==> src/hdl/via_map.svh <==
/*
 * Address map, vector codes, reset values and timing counts of the
 * vectored interrupt arbiter.
 * Assumes inclusion by bare name from the package and the design file.
 */
`ifndef VIA_MAP_SVH
`define VIA_MAP_SVH

// APB register byte offsets
`define VIA_OFS_CTRL 8'h00
`define VIA_OFS_PEND 8'h04
`define VIA_OFS_STAT 8'h08
`define VIA_OFS_WAKE_ENABLE_REG 8'h0c
`define VIA_OFS_WAKE_EDGE_SELECT_REG 8'h10
`define VIA_OFS_WAKE_PENDING_REG 8'h14

// Control register fields
`define VIA_CTRL_GIE 0
`define VIA_CTRL_WKIE 1
`define VIA_CTRL_EXTFALL 2
`define VIA_CTRL_EN_LO 8
`define VIA_CTRL_EN_HI 13

// Status register fields
`define VIA_STAT_BUSY 8
`define VIA_STAT_WAKE 9

// Reset values
`define VIA_RST_BYTE 8'h00
`define VIA_RST_SRC 6'h00

// Maskable source indexes in the pending and enable vectors
`define VIA_SRC_EXT 0
`define VIA_SRC_T0 1
`define VIA_SRC_T1A 2
`define VIA_SRC_T1B 3
`define VIA_SRC_SER 4
`define VIA_SRC_EE 5

// Low vector table address bytes produced by the arbiter
`define VIA_VEC_TRAP 8'hfe
`define VIA_VEC_EXT 8'hfa
`define VIA_VEC_T0 8'hf8
`define VIA_VEC_T1A 8'hf6
`define VIA_VEC_T1B 8'hf4
`define VIA_VEC_SER 8'hf2
`define VIA_VEC_EE 8'hf0
`define VIA_VEC_WAKE 8'he2
`define VIA_VEC_DEFAULT 8'he0

// Core related constants
`define VIA_TRAP_OPCODE 8'h00
`define VIA_SP_LIMIT 8'h6f
`define VIA_PC_OVERFLOW 15'h7fff
`define VIA_PC_ACK 15'h00ff
`define VIA_BLOCK_LAST 8'hff
`define VIA_ACK_CYCLES 3'd7
`define VIA_ACK_CNT_ONE 3'd1
`define VIA_PC_ONE 15'h0001
`define VIA_BLK_ONE 7'h01

`endif

==> src/hdl/via_pkg.sv <==
/*
 * Types shared by the vectored interrupt arbiter and its bench.
 * Assumes via_map.svh is on the include path.
 */
package via_pkg;
    `include "via_map.svh"

    // Per-instruction strobes from the core sequencer
    typedef struct packed {
        logic instr_start;
        logic [14:0] instr_addr;
        logic [7:0] opcode;
        logic vectored_select_instr;
        logic clear_trap_pending_instr;
        logic return_from_irq_instr;
        logic pop;
        logic [7:0] sp;
    } via_core_s;

    // Program counter load towards the core
    typedef struct packed {
        logic load;
        logic [14:0] value;
    } via_pc_s;

    // Stack push towards the core
    typedef struct packed {
        logic push;
        logic [14:0] addr;
    } via_push_s;

    typedef enum logic [4:0] {
        VIA_IDLE = 5'b00001,
        VIA_ACK = 5'b00010,
        VIA_VHI = 5'b00100,
        VIA_VLO = 5'b01000,
        VIA_VDONE = 5'b10000
    } via_state_e;
endpackage

==> src/hdl/via_arbiter.sv <==
/*
 * Interrupt arbitration, acknowledge sequencing, vectored select, software
 * trap and wake port logic of an 8-bit controller core.
 * Assumes the core sequencer stalls while BUSY_O is high, gives one
 * instr_start per instruction, and program memory answers one cycle after
 * PMEM_RD_O. One clock cycle stands for one instruction cycle.
 */
// Our own choices: register access over APB and the register offsets.
`include "via_map.svh"

module via_arbiter
    import via_pkg::*;
#(
    parameter int PROG_BYTES = 32768
) (
    input wire logic REF_CLK_I,
    input wire logic RESET_I,
    input wire logic PSEL_I,
    input wire logic PENABLE_I,
    input wire logic PWRITE_I,
    input wire logic [7:0] PADDR_I,
    input wire logic [31:0] PWDATA_I,
    output logic [31:0] PRDATA_O,
    output logic PREADY_O,
    output logic PSLVERR_O,
    input wire via_core_s CORE_I,
    output via_pc_s PC_O,
    output via_push_s PUSH_O,
    output logic BUSY_O,
    output logic [14:0] PMEM_ADDR_O,
    output logic PMEM_RD_O,
    input wire logic [7:0] PMEM_DATA_I,
    input wire logic [4:0] SRC_EVT_I,
    input wire logic EXT_IRQ_PIN_I,
    input wire logic [7:0] WAKE_PIN_I,
    output logic WAKEUP_O
);

    ////////////////////////////////////////////////////////////////////////
    // Declarations
    logic gie_r;
    logic wkie_r;
    logic ext_fall_r;
    logic [5:0] src_en_r;
    logic [5:0] src_pend_r;
    logic [7:0] wake_en_r;
    logic [7:0] wake_edge_r;
    logic [7:0] wake_pend_r;
    logic trap_pend_r;
    logic [8:0] sync1_r;
    logic [8:0] sync2_r;
    logic [8:0] sync3_r;
    logic [8:0] filt_r;
    logic [8:0] filt_nxt;
    logic [8:0] rise;
    logic [8:0] fall;
    logic [7:0] wake_hit;
    logic ext_hit;
    via_state_e state_r;
    via_state_e state_nxt;
    logic [2:0] ack_cnt_r;
    logic [14:0] vec_addr_r;
    logic [6:0] vec_hi_r;
    logic [7:0] pmem_data;
    logic pmem_ok_r;
    logic [5:0] src_act;
    logic wake_act;
    logic [7:0] arb_code;
    logic opcode_trap;
    logic trap_evt;
    logic mask_ack;
    logic [7:0] vis_blk_hi;
    logic wr_en;
    logic rd_setup;
    logic addr_hit;
    logic [5:0] src_pend_set;
    logic [5:0] src_pend_clr;

    ////////////////////////////////////////////////////////////////////////
    // APB decode
    assign wr_en = PSEL_I & PENABLE_I & PWRITE_I;
    assign rd_setup = PSEL_I & ~PENABLE_I & ~PWRITE_I;
    always_comb begin
        unique case (PADDR_I)
            `VIA_OFS_CTRL, `VIA_OFS_PEND, `VIA_OFS_STAT,
            `VIA_OFS_WAKE_ENABLE_REG, `VIA_OFS_WAKE_EDGE_SELECT_REG, `VIA_OFS_WAKE_PENDING_REG: addr_hit = 1'b1;
            default: addr_hit = 1'b0;
        endcase
    end
    assign PREADY_O = 1'b1;
    assign PSLVERR_O = PSEL_I & PENABLE_I & ~addr_hit;

    // Read data captured in the setup phase; trap flag has no address
    always_ff @(posedge REF_CLK_I) begin
        if (RESET_I) begin
            PRDATA_O <= 32'h0000_0000;
        end else if (rd_setup) begin
            PRDATA_O <= 32'h0000_0000;
            unique case (PADDR_I)
                `VIA_OFS_CTRL: begin
                    PRDATA_O[`VIA_CTRL_GIE] <= gie_r;
                    PRDATA_O[`VIA_CTRL_WKIE] <= wkie_r;
                    PRDATA_O[`VIA_CTRL_EXTFALL] <= ext_fall_r;
                    PRDATA_O[`VIA_CTRL_EN_HI:`VIA_CTRL_EN_LO] <= src_en_r;
                end
                `VIA_OFS_PEND: PRDATA_O[5:0] <= src_pend_r;
                `VIA_OFS_STAT: begin
                    PRDATA_O[7:0] <= arb_code;
                    PRDATA_O[`VIA_STAT_BUSY] <= BUSY_O;
                    PRDATA_O[`VIA_STAT_WAKE] <= WAKEUP_O;
                end
                `VIA_OFS_WAKE_ENABLE_REG: PRDATA_O[7:0] <= wake_en_r;
                `VIA_OFS_WAKE_EDGE_SELECT_REG: PRDATA_O[7:0] <= wake_edge_r;
                `VIA_OFS_WAKE_PENDING_REG: PRDATA_O[7:0] <= wake_pend_r;
                default: PRDATA_O <= 32'h0000_0000;
            endcase
        end
    end

    ////////////////////////////////////////////////////////////////////////
    // Control register; hardware updates of the enable win over writes
    always_ff @(posedge REF_CLK_I) begin
        if (RESET_I) begin
            gie_r <= 1'b0;
            wkie_r <= 1'b0;
            ext_fall_r <= 1'b0;
            src_en_r <= `VIA_RST_SRC;
        end else begin
            if (wr_en && PADDR_I == `VIA_OFS_CTRL) begin
                gie_r <= PWDATA_I[`VIA_CTRL_GIE];
                wkie_r <= PWDATA_I[`VIA_CTRL_WKIE];
                ext_fall_r <= PWDATA_I[`VIA_CTRL_EXTFALL];
                src_en_r <= PWDATA_I[`VIA_CTRL_EN_HI:`VIA_CTRL_EN_LO];
            end
            if (mask_ack) begin
                gie_r <= 1'b0;
            end else if (CORE_I.return_from_irq_instr && !BUSY_O) begin
                gie_r <= 1'b1;
            end
        end
    end

    ////////////////////////////////////////////////////////////////////////
    // Pin synchronisers, three stages, change taken when stages 2 and 3 agree
    always_ff @(posedge REF_CLK_I) begin
        if (RESET_I) begin
            sync1_r <= 9'h000;
            sync2_r <= 9'h000;
            sync3_r <= 9'h000;
            filt_r <= 9'h000;
        end else begin
            sync1_r <= {EXT_IRQ_PIN_I, WAKE_PIN_I};
            sync2_r <= sync1_r;
            sync3_r <= sync2_r;
            filt_r <= filt_nxt;
        end
    end
    always_comb begin
        for (int i = 0; i < 9; i++) begin
            filt_nxt[i] = (sync2_r[i] == sync3_r[i]) ? sync3_r[i] : filt_r[i];
        end
    end
    assign rise = filt_nxt & ~filt_r;
    assign fall = ~filt_nxt & filt_r;
    assign wake_hit = (wake_edge_r & fall[7:0]) | (~wake_edge_r & rise[7:0]);
    assign ext_hit = ext_fall_r ? fall[8] : rise[8];

    ////////////////////////////////////////////////////////////////////////
    // Wake port registers; an edge in the clearing cycle stays pending
    always_ff @(posedge REF_CLK_I) begin
        if (RESET_I) begin
            wake_en_r <= `VIA_RST_BYTE;
            wake_edge_r <= `VIA_RST_BYTE;
            wake_pend_r <= `VIA_RST_BYTE;
        end else begin
            if (wr_en && PADDR_I == `VIA_OFS_WAKE_ENABLE_REG) begin
                wake_en_r <= PWDATA_I[7:0];
            end
            if (wr_en && PADDR_I == `VIA_OFS_WAKE_EDGE_SELECT_REG) begin
                wake_edge_r <= PWDATA_I[7:0];
            end
            if (wr_en && PADDR_I == `VIA_OFS_WAKE_PENDING_REG) begin
                wake_pend_r <= (wake_pend_r & ~PWDATA_I[7:0]) | wake_hit;
            end else begin
                wake_pend_r <= wake_pend_r | wake_hit;
            end
        end
    end

    // Wake from halt or idle, with or without the interrupt
    always_ff @(posedge REF_CLK_I) begin
        if (RESET_I) begin
            WAKEUP_O <= 1'b0;
        end else begin
            WAKEUP_O <= |(wake_en_r & wake_pend_r);
        end
    end

    ////////////////////////////////////////////////////////////////////////
    // Maskable pending bits, write one to clear, set wins
    assign src_pend_set = {SRC_EVT_I, ext_hit};
    assign src_pend_clr = (wr_en && PADDR_I == `VIA_OFS_PEND) ? PWDATA_I[5:0] : 6'h00;
    always_ff @(posedge REF_CLK_I) begin
        if (RESET_I) begin
            src_pend_r <= `VIA_RST_SRC;
        end else begin
            src_pend_r <= (src_pend_r & ~src_pend_clr) | src_pend_set;
        end
    end

    ////////////////////////////////////////////////////////////////////////
    // Arbiter, purely combinational over enables and pending bits
    assign src_act = src_en_r & src_pend_r;
    assign wake_act = wkie_r & |(wake_en_r & wake_pend_r);
    always_comb begin
        if (trap_pend_r) begin
            arb_code = `VIA_VEC_TRAP;
        end else if (src_act[`VIA_SRC_EXT]) begin
            arb_code = `VIA_VEC_EXT;
        end else if (src_act[`VIA_SRC_T0]) begin
            arb_code = `VIA_VEC_T0;
        end else if (src_act[`VIA_SRC_T1A]) begin
            arb_code = `VIA_VEC_T1A;
        end else if (src_act[`VIA_SRC_T1B]) begin
            arb_code = `VIA_VEC_T1B;
        end else if (src_act[`VIA_SRC_SER]) begin
            arb_code = `VIA_VEC_SER;
        end else if (src_act[`VIA_SRC_EE]) begin
            arb_code = `VIA_VEC_EE;
        end else if (wake_act) begin
            arb_code = `VIA_VEC_WAKE;
        end else begin
            arb_code = `VIA_VEC_DEFAULT;
        end
    end

    ////////////////////////////////////////////////////////////////////////
    // Trap detection and acknowledge conditions
    assign opcode_trap = ({1'b0, CORE_I.instr_addr} >= 16'(PROG_BYTES)) ||
                         (CORE_I.opcode == `VIA_TRAP_OPCODE);
    assign trap_evt = CORE_I.instr_start && opcode_trap && state_r != VIA_ACK;
    // Maskable acknowledge only with enable set and no trap pending
    assign mask_ack = CORE_I.instr_start && !opcode_trap && state_r == VIA_IDLE &&
                      gie_r && !trap_pend_r &&
                      ((|src_act) || (wake_act && gie_r));

    // Trap pending flag; a new trap wins over the clear instruction
    always_ff @(posedge REF_CLK_I) begin
        if (RESET_I) begin
            trap_pend_r <= 1'b0;
        end else if (trap_evt) begin
            trap_pend_r <= 1'b1;
        end else if (CORE_I.clear_trap_pending_instr && !BUSY_O) begin
            trap_pend_r <= 1'b0;
        end
    end

    ////////////////////////////////////////////////////////////////////////
    // Sequencer
    assign vis_blk_hi = (CORE_I.instr_addr[7:0] == `VIA_BLOCK_LAST) ?
                        {1'b0, CORE_I.instr_addr[14:8] + `VIA_BLK_ONE} :
                        {1'b0, CORE_I.instr_addr[14:8]};
    always_comb begin
        state_nxt = state_r;
        unique case (state_r)
            VIA_IDLE: begin
                if (trap_evt || mask_ack) begin
                    state_nxt = VIA_ACK;
                end else if (CORE_I.vectored_select_instr) begin
                    state_nxt = VIA_VHI;
                end
            end
            VIA_ACK: begin
                if (ack_cnt_r == `VIA_ACK_CYCLES) begin
                    state_nxt = VIA_IDLE;
                end
            end
            VIA_VHI: state_nxt = VIA_VLO;
            VIA_VLO: state_nxt = VIA_VDONE;
            VIA_VDONE: state_nxt = VIA_IDLE;
            default: state_nxt = VIA_IDLE;
        endcase
    end
    always_ff @(posedge REF_CLK_I) begin
        if (RESET_I) begin
            state_r <= VIA_IDLE;
        end else begin
            state_r <= state_nxt;
        end
    end
    assign BUSY_O = state_r != VIA_IDLE;

    // Acknowledge cycle count
    always_ff @(posedge REF_CLK_I) begin
        if (RESET_I) begin
            ack_cnt_r <= 3'd0;
        end else if (state_r == VIA_IDLE) begin
            ack_cnt_r <= `VIA_ACK_CNT_ONE;
        end else if (state_r == VIA_ACK) begin
            ack_cnt_r <= ack_cnt_r + `VIA_ACK_CNT_ONE;
        end
    end

    // Stack push of the return address
    always_ff @(posedge REF_CLK_I) begin
        if (RESET_I) begin
            PUSH_O <= '0;
        end else begin
            PUSH_O.push <= state_r == VIA_IDLE && (trap_evt || mask_ack);
            PUSH_O.addr <= CORE_I.instr_addr;
        end
    end

    ////////////////////////////////////////////////////////////////////////
    // Vector table fetch; nonexistent memory reads as zero
    always_ff @(posedge REF_CLK_I) begin
        if (RESET_I) begin
            vec_addr_r <= 15'h0000;
            vec_hi_r <= 7'h00;
            PMEM_ADDR_O <= 15'h0000;
            PMEM_RD_O <= 1'b0;
            pmem_ok_r <= 1'b0;
        end else begin
            PMEM_RD_O <= 1'b0;
            if (state_r == VIA_IDLE && state_nxt == VIA_VHI) begin
                vec_addr_r <= {vis_blk_hi[6:0], arb_code};
                PMEM_ADDR_O <= {vis_blk_hi[6:0], arb_code};
                PMEM_RD_O <= 1'b1;
                pmem_ok_r <= {1'b0, vis_blk_hi[6:0], arb_code} < 16'(PROG_BYTES);
            end else if (state_r == VIA_VHI) begin
                PMEM_ADDR_O <= vec_addr_r + `VIA_PC_ONE;
                PMEM_RD_O <= 1'b1;
                pmem_ok_r <= {1'b0, vec_addr_r + `VIA_PC_ONE} < 16'(PROG_BYTES);
            end
            if (state_r == VIA_VLO) begin
                vec_hi_r <= pmem_data[6:0];
            end
        end
    end
    assign pmem_data = pmem_ok_r ? PMEM_DATA_I : 8'h00;

    ////////////////////////////////////////////////////////////////////////
    // Program counter loads
    always_ff @(posedge REF_CLK_I) begin
        if (RESET_I) begin
            PC_O <= '0;
        end else begin
            PC_O.load <= 1'b0;
            if (state_r == VIA_ACK && ack_cnt_r == `VIA_ACK_CYCLES) begin
                PC_O.load <= 1'b1;
                PC_O.value <= `VIA_PC_ACK;
            end else if (state_r == VIA_VDONE) begin
                PC_O.load <= 1'b1;
                PC_O.value <= {vec_hi_r, pmem_data};
            end else if (state_r == VIA_IDLE && CORE_I.pop && CORE_I.sp >= `VIA_SP_LIMIT) begin
                PC_O.load <= 1'b1;
                PC_O.value <= `VIA_PC_OVERFLOW;
            end
        end
    end

endmodule

==> config.mk <==
export PLATFORM = sky130hd
export DESIGN_NAME = via_arbiter
export DESIGN_NICKNAME = d
export VERILOG_FILES = /design/src/hdl/via_pkg.sv /design/src/hdl/via_arbiter.sv
export VERILOG_INCLUDE_DIRS = /design/src /design/src/hdl
export SDC_FILE = /design/constraint.sdc
export NUM_CORES = 1
export LEC_CHECK = 0
export BUFFER_PORTS_ARGS = -buffer_cell sky130_fd_sc_hd__buf_2
export CORE_MARGIN = 4
export CORE_UTILIZATION = 56
export DETAILED_ROUTE_END_ITERATION = 7
export PLACE_DENSITY_LB_ADDON = 0.15
export SLEW_MARGIN = 20
export SYNTH_ARGS = -nofsm -noshare
export SYNTH_HDL_FRONTEND = slang
export SYNTH_SLANG_ARGS = --single-unit
==> constraint.sdc <==
create_clock -name REF_CLK_I -period 5.1 [get_ports REF_CLK_I]
set_input_delay 0.765 -clock REF_CLK_I [delete_from_list [all_inputs] [get_ports REF_CLK_I]]
set_output_delay 0.765 -clock REF_CLK_I [all_outputs]
set_load 0.05 [all_outputs]
==> results of run 1 <==
-- logic make-up (layout without fill, tap and decap cells) --
logic type,after synthesis,after routing,synth area share (%)
mux,25,25,3.88
buf+inv,78,193,5.96
fa+ha+maj,3,3,0.547
xor+xnor,7,7,0.893
simple gates,308,308,23.6
other cells,2,19,0.109
flops,165,165,48.1
compound gates,181,181,16.8
-- area by class of cell --
cell class	instances	area share [%]
Multi-Input combinational cell	543	39.9
Sequential cell	165	41.0
Inverter	12	0.559
Clock inverter	9	0.962
Timing Repair Buffer	150	9.37
Tap cell	147	2.28
Clock buffer	22	6.00
-- flip-flops by register name, summed over array words and instances (netlist names), 9 cells and up --
register     count
PRDATA_O        14
sync2_r          9
PMEM_ADDR_O     13
sync1_r          9
sync3_r          9
PC_O            16
PUSH_O          16
vec_addr_r      12
filt_r           9
-- cell usage in the layout (no fill, tap or decap), types with 11 or more instances in the layout --
| cell type | instances |
|---|---|
| inv_1 | 11 |
| nor3_1 | 19 |
| o21ai_0 | 32 |
| nor4bb_1 | 18 |
| nor2b_1 | 44 |
| a21oi_1 | 69 |
| a31oi_1 | 23 |
| buf_2 | 148 |
| clkbuf_16 | 17 |
| nor2_1 | 68 |
| nand2_1 | 89 |
| dfxtp_1 | 165 |
| nand3_1 | 30 |
| conb_1 | 19 |
| mux2i_1 | 21 |
-- critical path: stages --
cell,delay (ns)
buf_2,0.10
or4_4,0.62
a211oi_1,0.32
nor2_1,0.08
buf_2,0.22
-- metal layers --
layer  part of all wire [%]  track usage [%]  vias up
li1                       -                -     2900
met4                    2.6             9.99        2
met1                     43             28.4     2708
met3                    7.0             6.32       40
met5                  0.043                0        -
met2                     47             38.2      212
-- per-stage QoR --
stage | area (sq um) | util, % | hold slack (ns)
2_1_floorplan | 6930 | - | 0.414
5_1_grt | 8060 | 67.1 | 0.462
3_5_place_dp | 7500 | 62.5 | 0.428
6_report | 8060 | 67.1 | 0.437
4_1_cts | 8060 | 67.1 | 0.442
3_3_place_gp | 7500 | 62.5 | 0.416
-- power groups by stage --
stage                     combinational, uW  clock, uW  sequential (uW)
final                                   461       1210             1410
after global routing                    494       1290             1410
after CTS                               462       1220             1410
after detailed placement                460          0             1430
after global placement                  450          0             1430
after floorplan                         232          0             1550
-- worst paths after layout --
check / end / slack (ns) / depth (start not counted)
worst max-delay path: PSLVERR_O / 2.23 / 5
worst min-delay path: sync2_r[7]$_SDFF_PP0_ / 0.44 / 1
worst max register to register: PMEM_ADDR_O[9]$_SDFFE_PP0P_ / 2.37 / 5
worst min register to register: sync2_r[7]$_SDFF_PP0_ / 0.44 / 1
==> impl_metrics.tcl, run 1 <==
set metrics [dict create \
    core_sq_um 12000 \
    hold_violations 0 \
    seqPwrFrac_pct 45.8 \
    slew_violations 0 \
    yosysWarnings 0 \
    ys.flop_type "dfxtp_1" \
    synthTopCellsByArea "dfxtp_1 (48%), a21oi_1 (5.0%), nand2_1 (4.9%)" \
    yosys.area.top_type "dfxtp_1" \
    dpl.cell_count 1017 \
    syn_inst 769 \
    ir_drop_uv 246 \
    end_kind "output port" \
    synth.top_cell.area_share_pct 48.1 \
    grt_setup_unrepaired "no" \
    post_cts_buffers 0 \
    dr.pass1.iters 7 \
    cts.reportedPaths.clkPinSlew_ns 0.06 \
    cp-startpoint "PADDR_I[0]" \
    synth-seq-cells 165 \
    std_cell_rows 40 \
    fp.dieH_um 119 \
    leakagePower_uw 0.00325 \
    synth_area_sq_um 6860 \
    root_buffer "clkbuf_16" \
    cts_resized 0 \
    drc 0 \
    io_pins 187 \
    drt_iter0_drc 504 \
    yosysUniqueCellTypes 57 \
    period_needed_ns 2.87 \
    grt_max_degree 93 \
    cts_buffer_depth 2 \
    hold_path_class "reg -> reg" \
    antenna_left 0 \
    vias 5862 \
    fin_nets 995 \
    htreeDepth 4 \
    p_comb_share_pct 15.0 \
    finalCritPeriodShare_pct 56.2 \
    power_uw 3070 \
    viasPerCell 5.59 \
    cts_buffers 17 \
    synthArstFlopShare_pct 0 \
    fmax_ghz 0.349 \
    antenna_found_initial 1 \
    placement.io_buffers 149 \
    worstPathMaxFanout 7 \
    clkPwrFrac_pct 39.2 \
    synth-seq-area-share_pct 48.1 \
    powerDensity_nw_per_um2 381 \
    fp.dieW_um 119 \
    hp-start "sync1_r[7]$_SDFF_PP0_" \
    final-setup-viol-count 0 \
    cts_tree "done" \
    place.gp.congestion 0.884 \
    multi_input_area_sq_um 3210 \
    syn_avg_cell_area_sq_um 8.92 \
    die-area_sq_um 14100 \
    swShare_pct 28.3 \
    synth_most_common_cell "dfxtp_1" \
    rr_startpoint "state_r[2]$_SDFF_PP0_" \
    drive_gt1_share_pct 22.4 \
    synth_edf_count 0 \
    place_hpwl_mm 11.4 \
    p_switching_uw 870 \
    synth_common_cells "dfxtp_1 (165), nand2_1 (89), a21oi_1 (69), nor2_1 (68), nor2b_1 (44)" \
    regArea_sq_um 3300 \
    area_delta_synth_final_pct 17.5 \
    cap_violations 0 \
    timing.final.ws_setup_ns 2.23 \
    grt_pass1_vias 5582 \
    arrival_ns 2.10 \
    fin_skew_ns 0.00879 \
    cts_sinks 165 \
    grt_usage_pct 23.2 \
    grt.overflow.total 0 \
    nFillCells 1011 \
    intPower_uw 2200 \
    cp.required_ns 4.34 \
    wl_mm 16.4 \
    wl_per_cell_um 15.6 \
    insertion_delay_ns 0.42 \
    slew_headroom_pct 36.4 \
    start_util_pct 57.1 \
    crit_path_start_kind "input pin" \
    status "finished clean" \
    diodes 0 \
    cts.hold.buffers_added 0 \
    path_class "in -> out" \
    worst_pin_slew_ns 0.954 \
    tns_ns 0 \
    final_cell_count_no_fill 1048 \
    place_ws_ns 1.89 \
    grt_pass1_wl_mm 26.6 \
]
No activity file was read; power rests on OpenSTA's default activity.
==> run 2, diff against run 1 <==
- ABC_AREA: not set -> 1
- CORE_UTILIZATION: 56 -> 52
- clock period: 5.1 -> 3 ns (I/O delays scaled with it)
==> run 2 against run 1 <==
Via count is 0.55% lower. Die area up 2.5%. Highest routed layer is now met4. Flip-flop and latch count unchanged. Clock skew decreased by 0.0023 ns. Routed wire length shrank 8.3%. Synthesized cell count up 10%. Non-clock buffer count is 7 higher. Power increased by 74%. Largest power group unchanged. Core utilization shrank 1.9 points. Setup slack got worse by 1.4 ns. Register-to-register slack worse by 1.6 ns.
==> impl_metrics.tcl, run 2 <==
set metrics [dict create \
    crit_path_start_kind "register" \
    fp.dieW_um 120 \
    worst_pin_slew_ns 1.05 \
    cts.reportedPaths.clkPinSlew_ns 0.06 \
    final_cell_count_no_fill 1171 \
    worstRegToRegCells 12 \
    grt_setup_unrepaired "no" \
    synth-seq-area-share_pct 50.5 \
    worstPathMaxFanout 23 \
    dr.pass1.iters 5 \
    largestRegisters "PC_O: 16 flops, PUSH_O: 16 flops, PRDATA_O: 14 flops" \
    area_delta_synth_final_pct 21.2 \
    synth_common_cells "dfxtp_1 (165), nand2_1 (143), nor2_1 (114), inv_1 (101), a21oi_1 (75)" \
    p_comb_share_pct 15.0 \
    viasPerCell 4.98 \
    arrival_ns 2.53 \
    drive_gt1_share_pct 20.3 \
    insertion_delay_ns 0.41 \
    place_hpwl_mm 10.5 \
    synthTopCellsByArea "dfxtp_1 (50%), nand2_1 (8.2%), nor2_1 (6.5%)" \
    io_pins 187 \
    grt_pass1_wl_mm 25.0 \
    dpl.cell_count 1141 \
    cts_sinks 165 \
    synth_edf_count 0 \
    hold_violations 0 \
    cts_resized 0 \
    fin_nets 1098 \
    end_kind "register" \
    diodes 0 \
    finalCritPeriodShare_pct 73.9 \
    die-area_sq_um 14400 \
    post_cts_buffers 0 \
    layout.cells.most_common "dfxtp_1" \
    rr_startpoint "src_pend_r[1]$_SDFF_PP0_" \
    clkPwrFrac_pct 40.6 \
    path_class "reg -> reg" \
    grt_pass1_vias 5337 \
    wl_per_cell_um 12.8 \
    cts_tree "done" \
    grt_usage_pct 21.1 \
    yosys.area.top_type "dfxtp_1" \
    std_cell_rows 40 \
    cp-startpoint "src_pend_r[1]$_SDFF_PP0_" \
    start_util_pct 53.8 \
    tns_ns 0 \
    period_needed_ns 2.22 \
    seqPwrFrac_pct 44.4 \
    yosysWarnings 0 \
    root_buffer "clkbuf_16" \
    syn_avg_cell_area_sq_um 7.72 \
    antenna_found_initial 0 \
    synth-seq-cells 165 \
    intPower_uw 3850 \
    fp.dieH_um 120 \
    cp.required_ns 3.31 \
    cts.hold.buffers_added 0 \
    synth_area_sq_um 6550 \
    grt.overflow.total 0 \
    hold_path_class "in -> reg" \
    syn_inst 848 \
    swShare_pct 27.9 \
    powerDensity_nw_per_um2 674 \
    fin_skew_ns 0.00648 \
    ys.flop_type "dfxtp_1" \
    hp-start "WAKE_PIN_I[2]" \
    place.gp.congestion 0.832 \
    p_switching_uw 1490 \
    htreeDepth 4 \
    synth.top_cell.area_share_pct 50.5 \
    cts_buffer_depth 2 \
    vias 5830 \
    holdPathStages 3 \
    core_sq_um 12200 \
    cts_buffers 17 \
    synthArstFlopShare_pct 0 \
    slew_headroom_pct 29.9 \
    status "finished clean" \
    placement.io_buffers 149 \
    place_ws_ns 0.640 \
    fmax_ghz 0.451 \
    antenna_left 0 \
    grt_max_degree 103 \
    drc 0 \
    wl_mm 15.0 \
    final_cell_mix "dfxtp_1 (165), buf_2 (148), nand2_1 (143), nor2_1 (114), inv_1 (101)" \
    slew_violations 0 \
    leakagePower_uw 0.00388 \
    timing.final.ws_setup_ns 0.782 \
    yosysUniqueCellTypes 41 \
    synth_most_common_cell "dfxtp_1" \
    final-setup-viol-count 0 \
    cap_violations 0 \
    ir_drop_uv 384 \
    drt_iter0_drc 459 \
]
## run 2: changes by cell type in the layout (fill, tap and decap cells not counted), sizes merged, moves of 11 or more
| cell | change |
|---|---|
| a21oi | +11 |
| inv | +93 |
| mux2i | -21 |
| nand2 | +56 |
| nor2 | +48 |
| nor2b | -44 |
| nor4bb | -18 |
| o21ai | +42 |
## run 2: layout make-up
class	instances	area [sq um]
sequential	165	3300
tap	168	210
clock buffer	22	464
timing repair buffer	157	808
clock inverter	8	126
inverter	109	410
multi-input combinational	542	2610
fill	1131	4230
## run 2: cell families after synthesis
logic type	count (synthesis)	share of synthesized area, %
buffers and inverters	158	10.7
other	2	0.115
AOI/OAI and AO/OA	198	17.2
xor gates and xnor gates	5	0.669
DFF	165	50.5
adders and majority gates	3	0.574
and+or+nand+nor	317	20.3
## run 2: final timing paths
check	endpoint	slack (ns)
hold / removal	sync1_r[2]$_SDFF_PP0_	0.24
setup reg to reg	PMEM_ADDR_O[3]$_SDFFE_PP0P_	0.78
hold reg to reg	sync2_r[4]$_SDFF_PP0_	0.40
setup / recovery	PMEM_ADDR_O[3]$_SDFFE_PP0P_	0.78
## run 2: power groups by stage
stage / clock, uW / sequential (uW) / combinational, uW
final: 2170 / 2370 / 801
after global placement: 0 / 2420 / 796
after detailed placement: 0 / 2420 / 804
after global routing: 2310 / 2390 / 872
after CTS: 2200 / 2370 / 808
after floorplan: 0 / 2650 / 409
## run 2: metal layers
metal  share of wire, %  vias to the layer above  track usage (%)
met2                 46                      169             34.2
met1                 46                     2622             28.2
met5                  0                        -                0
li1                   -                     3022                -
met3                6.6                       17             4.58
met4                1.1                        0             6.80
## run 2: stage by stage
stage          instance area (sq um)  utilization [%]  hold WS [ns]  total power [uW]
6_report                        7930             65.2         0.235              5340
5_1_grt                         7930             65.2         0.229              5570
4_1_cts                         7930             65.2         0.217              5380
3_5_place_dp                    7340             60.3         0.392              3220
3_3_place_gp                    7340             60.3         0.390              3210
2_1_floorplan                   6610                -         0.388              3050
## run 2: critical path, stage by stage, from the launching register on
cell and delay [ns]:
dfxtp_1 0.33, nand2_1 0.12, nand2_1 0.10, nor3_1 0.19, nand2_1 0.15, nand2_1 0.11, nand2_2 0.07, nor2_4 0.32
inv_2 0.20, nand2_4 0.26, inv_1 0.11, nor2_1 0.11, nor2_1 0.05
==> run 3, diff against run 2 <==
- CORE_UTILIZATION: 52 -> 47
- clock period: 3 -> 2 ns (I/O delays scaled with it)
==> run 3 against run 2 <==
Final area grew 3.1%. Flip-flop and latch count is the same. Combinational power grew 54%. Worst hold slack lost 0.16 ns.
==> impl_metrics.tcl, run 3 (same netlist as run 2, synthesis figures left out) <==
set metrics [dict create \
    status "finished clean" \
    drt_iter0_drc 391 \
    finalInstanceArea_sq_um 8170 \
    area_delta_synth_final_pct 24.9 \
    final-setup-viol-count 0 \
    fin_nets 1108 \
    drive_gt1_share_pct 22.0 \
    timing.final.ws_setup_ns 0.161 \
    fin_skew_ns 0.00871 \
    cts_buffers 17 \
    power_uw 8570 \
    powerDensity_nw_per_um2 1050 \
    place_ws_ns 0.110 \
    largestRegisters "PC_O: 16 flops, PUSH_O: 16 flops, PRDATA_O: 14 flops" \
    layout.cells.most_common "dfxtp_1" \
    start_util_pct 48.7 \
    rr_startpoint "state_r[2]$_SDFF_PP0_" \
    dpl.cell_count 1157 \
    placement.io_buffers 149 \
    core_sq_um 13500 \
    place.gp.congestion 0.818 \
    hold_end "sync1_r[1]$_SDFF_PP0_" \
    grt.overflow.total 0 \
    rrSetupSlack_ns 0.16 \
    arrival_ns 2.15 \
    cp.required_ns 2.31 \
    crit_path_start_kind "register" \
    wl_per_cell_um 12.8 \
    diodes 0 \
    worstRegToRegCells 11 \
    worst_pin_slew_ns 0.531 \
    end_kind "register" \
    fp.dieW_um 126 \
    cpPeakStageDelay_ns 0.36 \
    path_class "reg -> reg" \
    dpl_cell_area_sq_um 7450 \
    root_buffer "clkbuf_16" \
    slew_violations 0 \
    wl_mm 15.2 \
    slowest_stage "dfxtp_1" \
    antenna_left 0 \
    cts_buffer_depth 2 \
    period_needed_ns 1.84 \
    insertion_delay_ns 0.42 \
    io_pins 187 \
    std_cell_rows 42 \
    hold_violations 0 \
    viasPerCell 4.88 \
    cap_violations 0 \
    r2r_end "PMEM_ADDR_O[9]$_SDFFE_PP0P_" \
    holdPathStages 3 \
    hold_path_class "in -> reg" \
    antenna_found_initial 0 \
    cts.reportedPaths.clkPinSlew_ns 0.06 \
    place_hpwl_mm 10.7 \
    cp_cell_sequence "nor2_4, nand4_4, nor3_2, nand2_1, nand2_2, nor2_4, inv_2, nand2_4, buf_4, o21ai_1, a21oi_2" \
    final_cell_count_no_fill 1190 \
    fmax_ghz 0.544 \
    grt_usage_pct 19.5 \
    grt_pass1_vias 5683 \
    die-area_sq_um 15900 \
    vias 5810 \
    crit_top_cell "nor2_4" \
    finalCritPeriodShare_pct 91.9 \
    cts_sinks 165 \
    final_cell_mix "dfxtp_1 (165), buf_2 (148), nand2_1 (142), nor2_1 (112), inv_1 (101)" \
    htreeDepth 4 \
    worstPathMaxFanout 21 \
    cts.hold.buffers_added 0 \
    ir_drop_uv 516 \
    hp-start "WAKE_PIN_I[1]" \
    dr.pass1.iters 7 \
    leakagePower_uw 0.00399 \
    fp.dieH_um 126 \
    drc 0 \
    cts_tree "done" \
    grt_pass1_wl_mm 25.9 \
    nFillCells 1286 \
    grt_max_degree 103 \
    slew_headroom_pct 64.5 \
    tns_ns 0 \
]
-- run 3: changes by cell type in the layout (fill, tap and decap cells not counted), sizes merged --
cell / before / now
clkinv: 9 / 6
clkbuf: 22 / 19
bufinv: 3 / 7
clkinvlp: 0 / 1
inv: 105 / 107
buf: 157 / 167
-- run 3: power breakdown --
group | switching (uW) | internal [uW]
Combinational | 913 | 321
Sequential | 94.9 | 3460
Clock | 1280 | 2500
Total | 2290 | 6290
-- run 3: what timing repair did --
action	4_1_cts	5_1_grt
endpoints found under the hold margin	0	0
setup endpoints to repair	0	11
resized for setup	0	5
buffers inserted	0	2
-- run 3: worst max path at each step --
stage | start | to | slack, ns | depth (start not counted)
2_1_floorplan | state_r[2]$_SDFF_PP0_ | PMEM_ADDR_O[3]$_SDFFE_PP0P_ | 0.22 | 11
3_3_place_gp | CORE_I[19] | PMEM_ADDR_O[9]$_SDFFE_PP0P_ | 0.13 | 12
3_5_place_dp | CORE_I[19] | PMEM_ADDR_O[12]$_SDFFE_PP0P_ | 0.11 | 12
4_1_cts | wake_pend_r[2]$_SDFF_PP0_ | PMEM_ADDR_O[12]$_SDFFE_PP0P_ | 0.13 | 14
5_1_grt | src_pend_r[1]$_SDFF_PP0_ | PMEM_ADDR_O[3]$_SDFFE_PP0P_ | -0.003 | 13
6_report | state_r[2]$_SDFF_PP0_ | PMEM_ADDR_O[9]$_SDFFE_PP0P_ | 0.16 | 11
-- run 3: critical path: cells and delay by family, from the launching register on --
family          cells  cell delay [ns]
simple gates        7             0.88
flops               1             0.36
buf+inv             2             0.28
compound gates      2             0.18
-- run 3: area by class of cell --
type                    count  area (sq um)  share of cell area [%]
multi-input cells         542          2640                    32.3
flip-flops and latches    165          3300                    40.4
clock inverters            12           249                    3.05
well taps                 176           220                    2.69
clock buffers              19           443                    5.42
repair buffers            167           908                    11.1
inverters                 109           410                    5.02
-- run 3: routing by layer --
metal	vias to the layer above	track usage [%]	wire length, um
met2	176	31.7	6930
met3	18	5.12	1080
li1	3035	-	-
met4	0	7.13	197
met1	2581	25.2	7010
met5	-	0	0
-- run 3: stage by stage --
stage,hold slack (ns),util (%)
after floorplan,0.388,-
after global placement,0.390,55.4
after detailed placement,0.395,55.4
after CTS,0.0613,60.5
after global routing,0.0864,60.8
final,0.0730,60.8
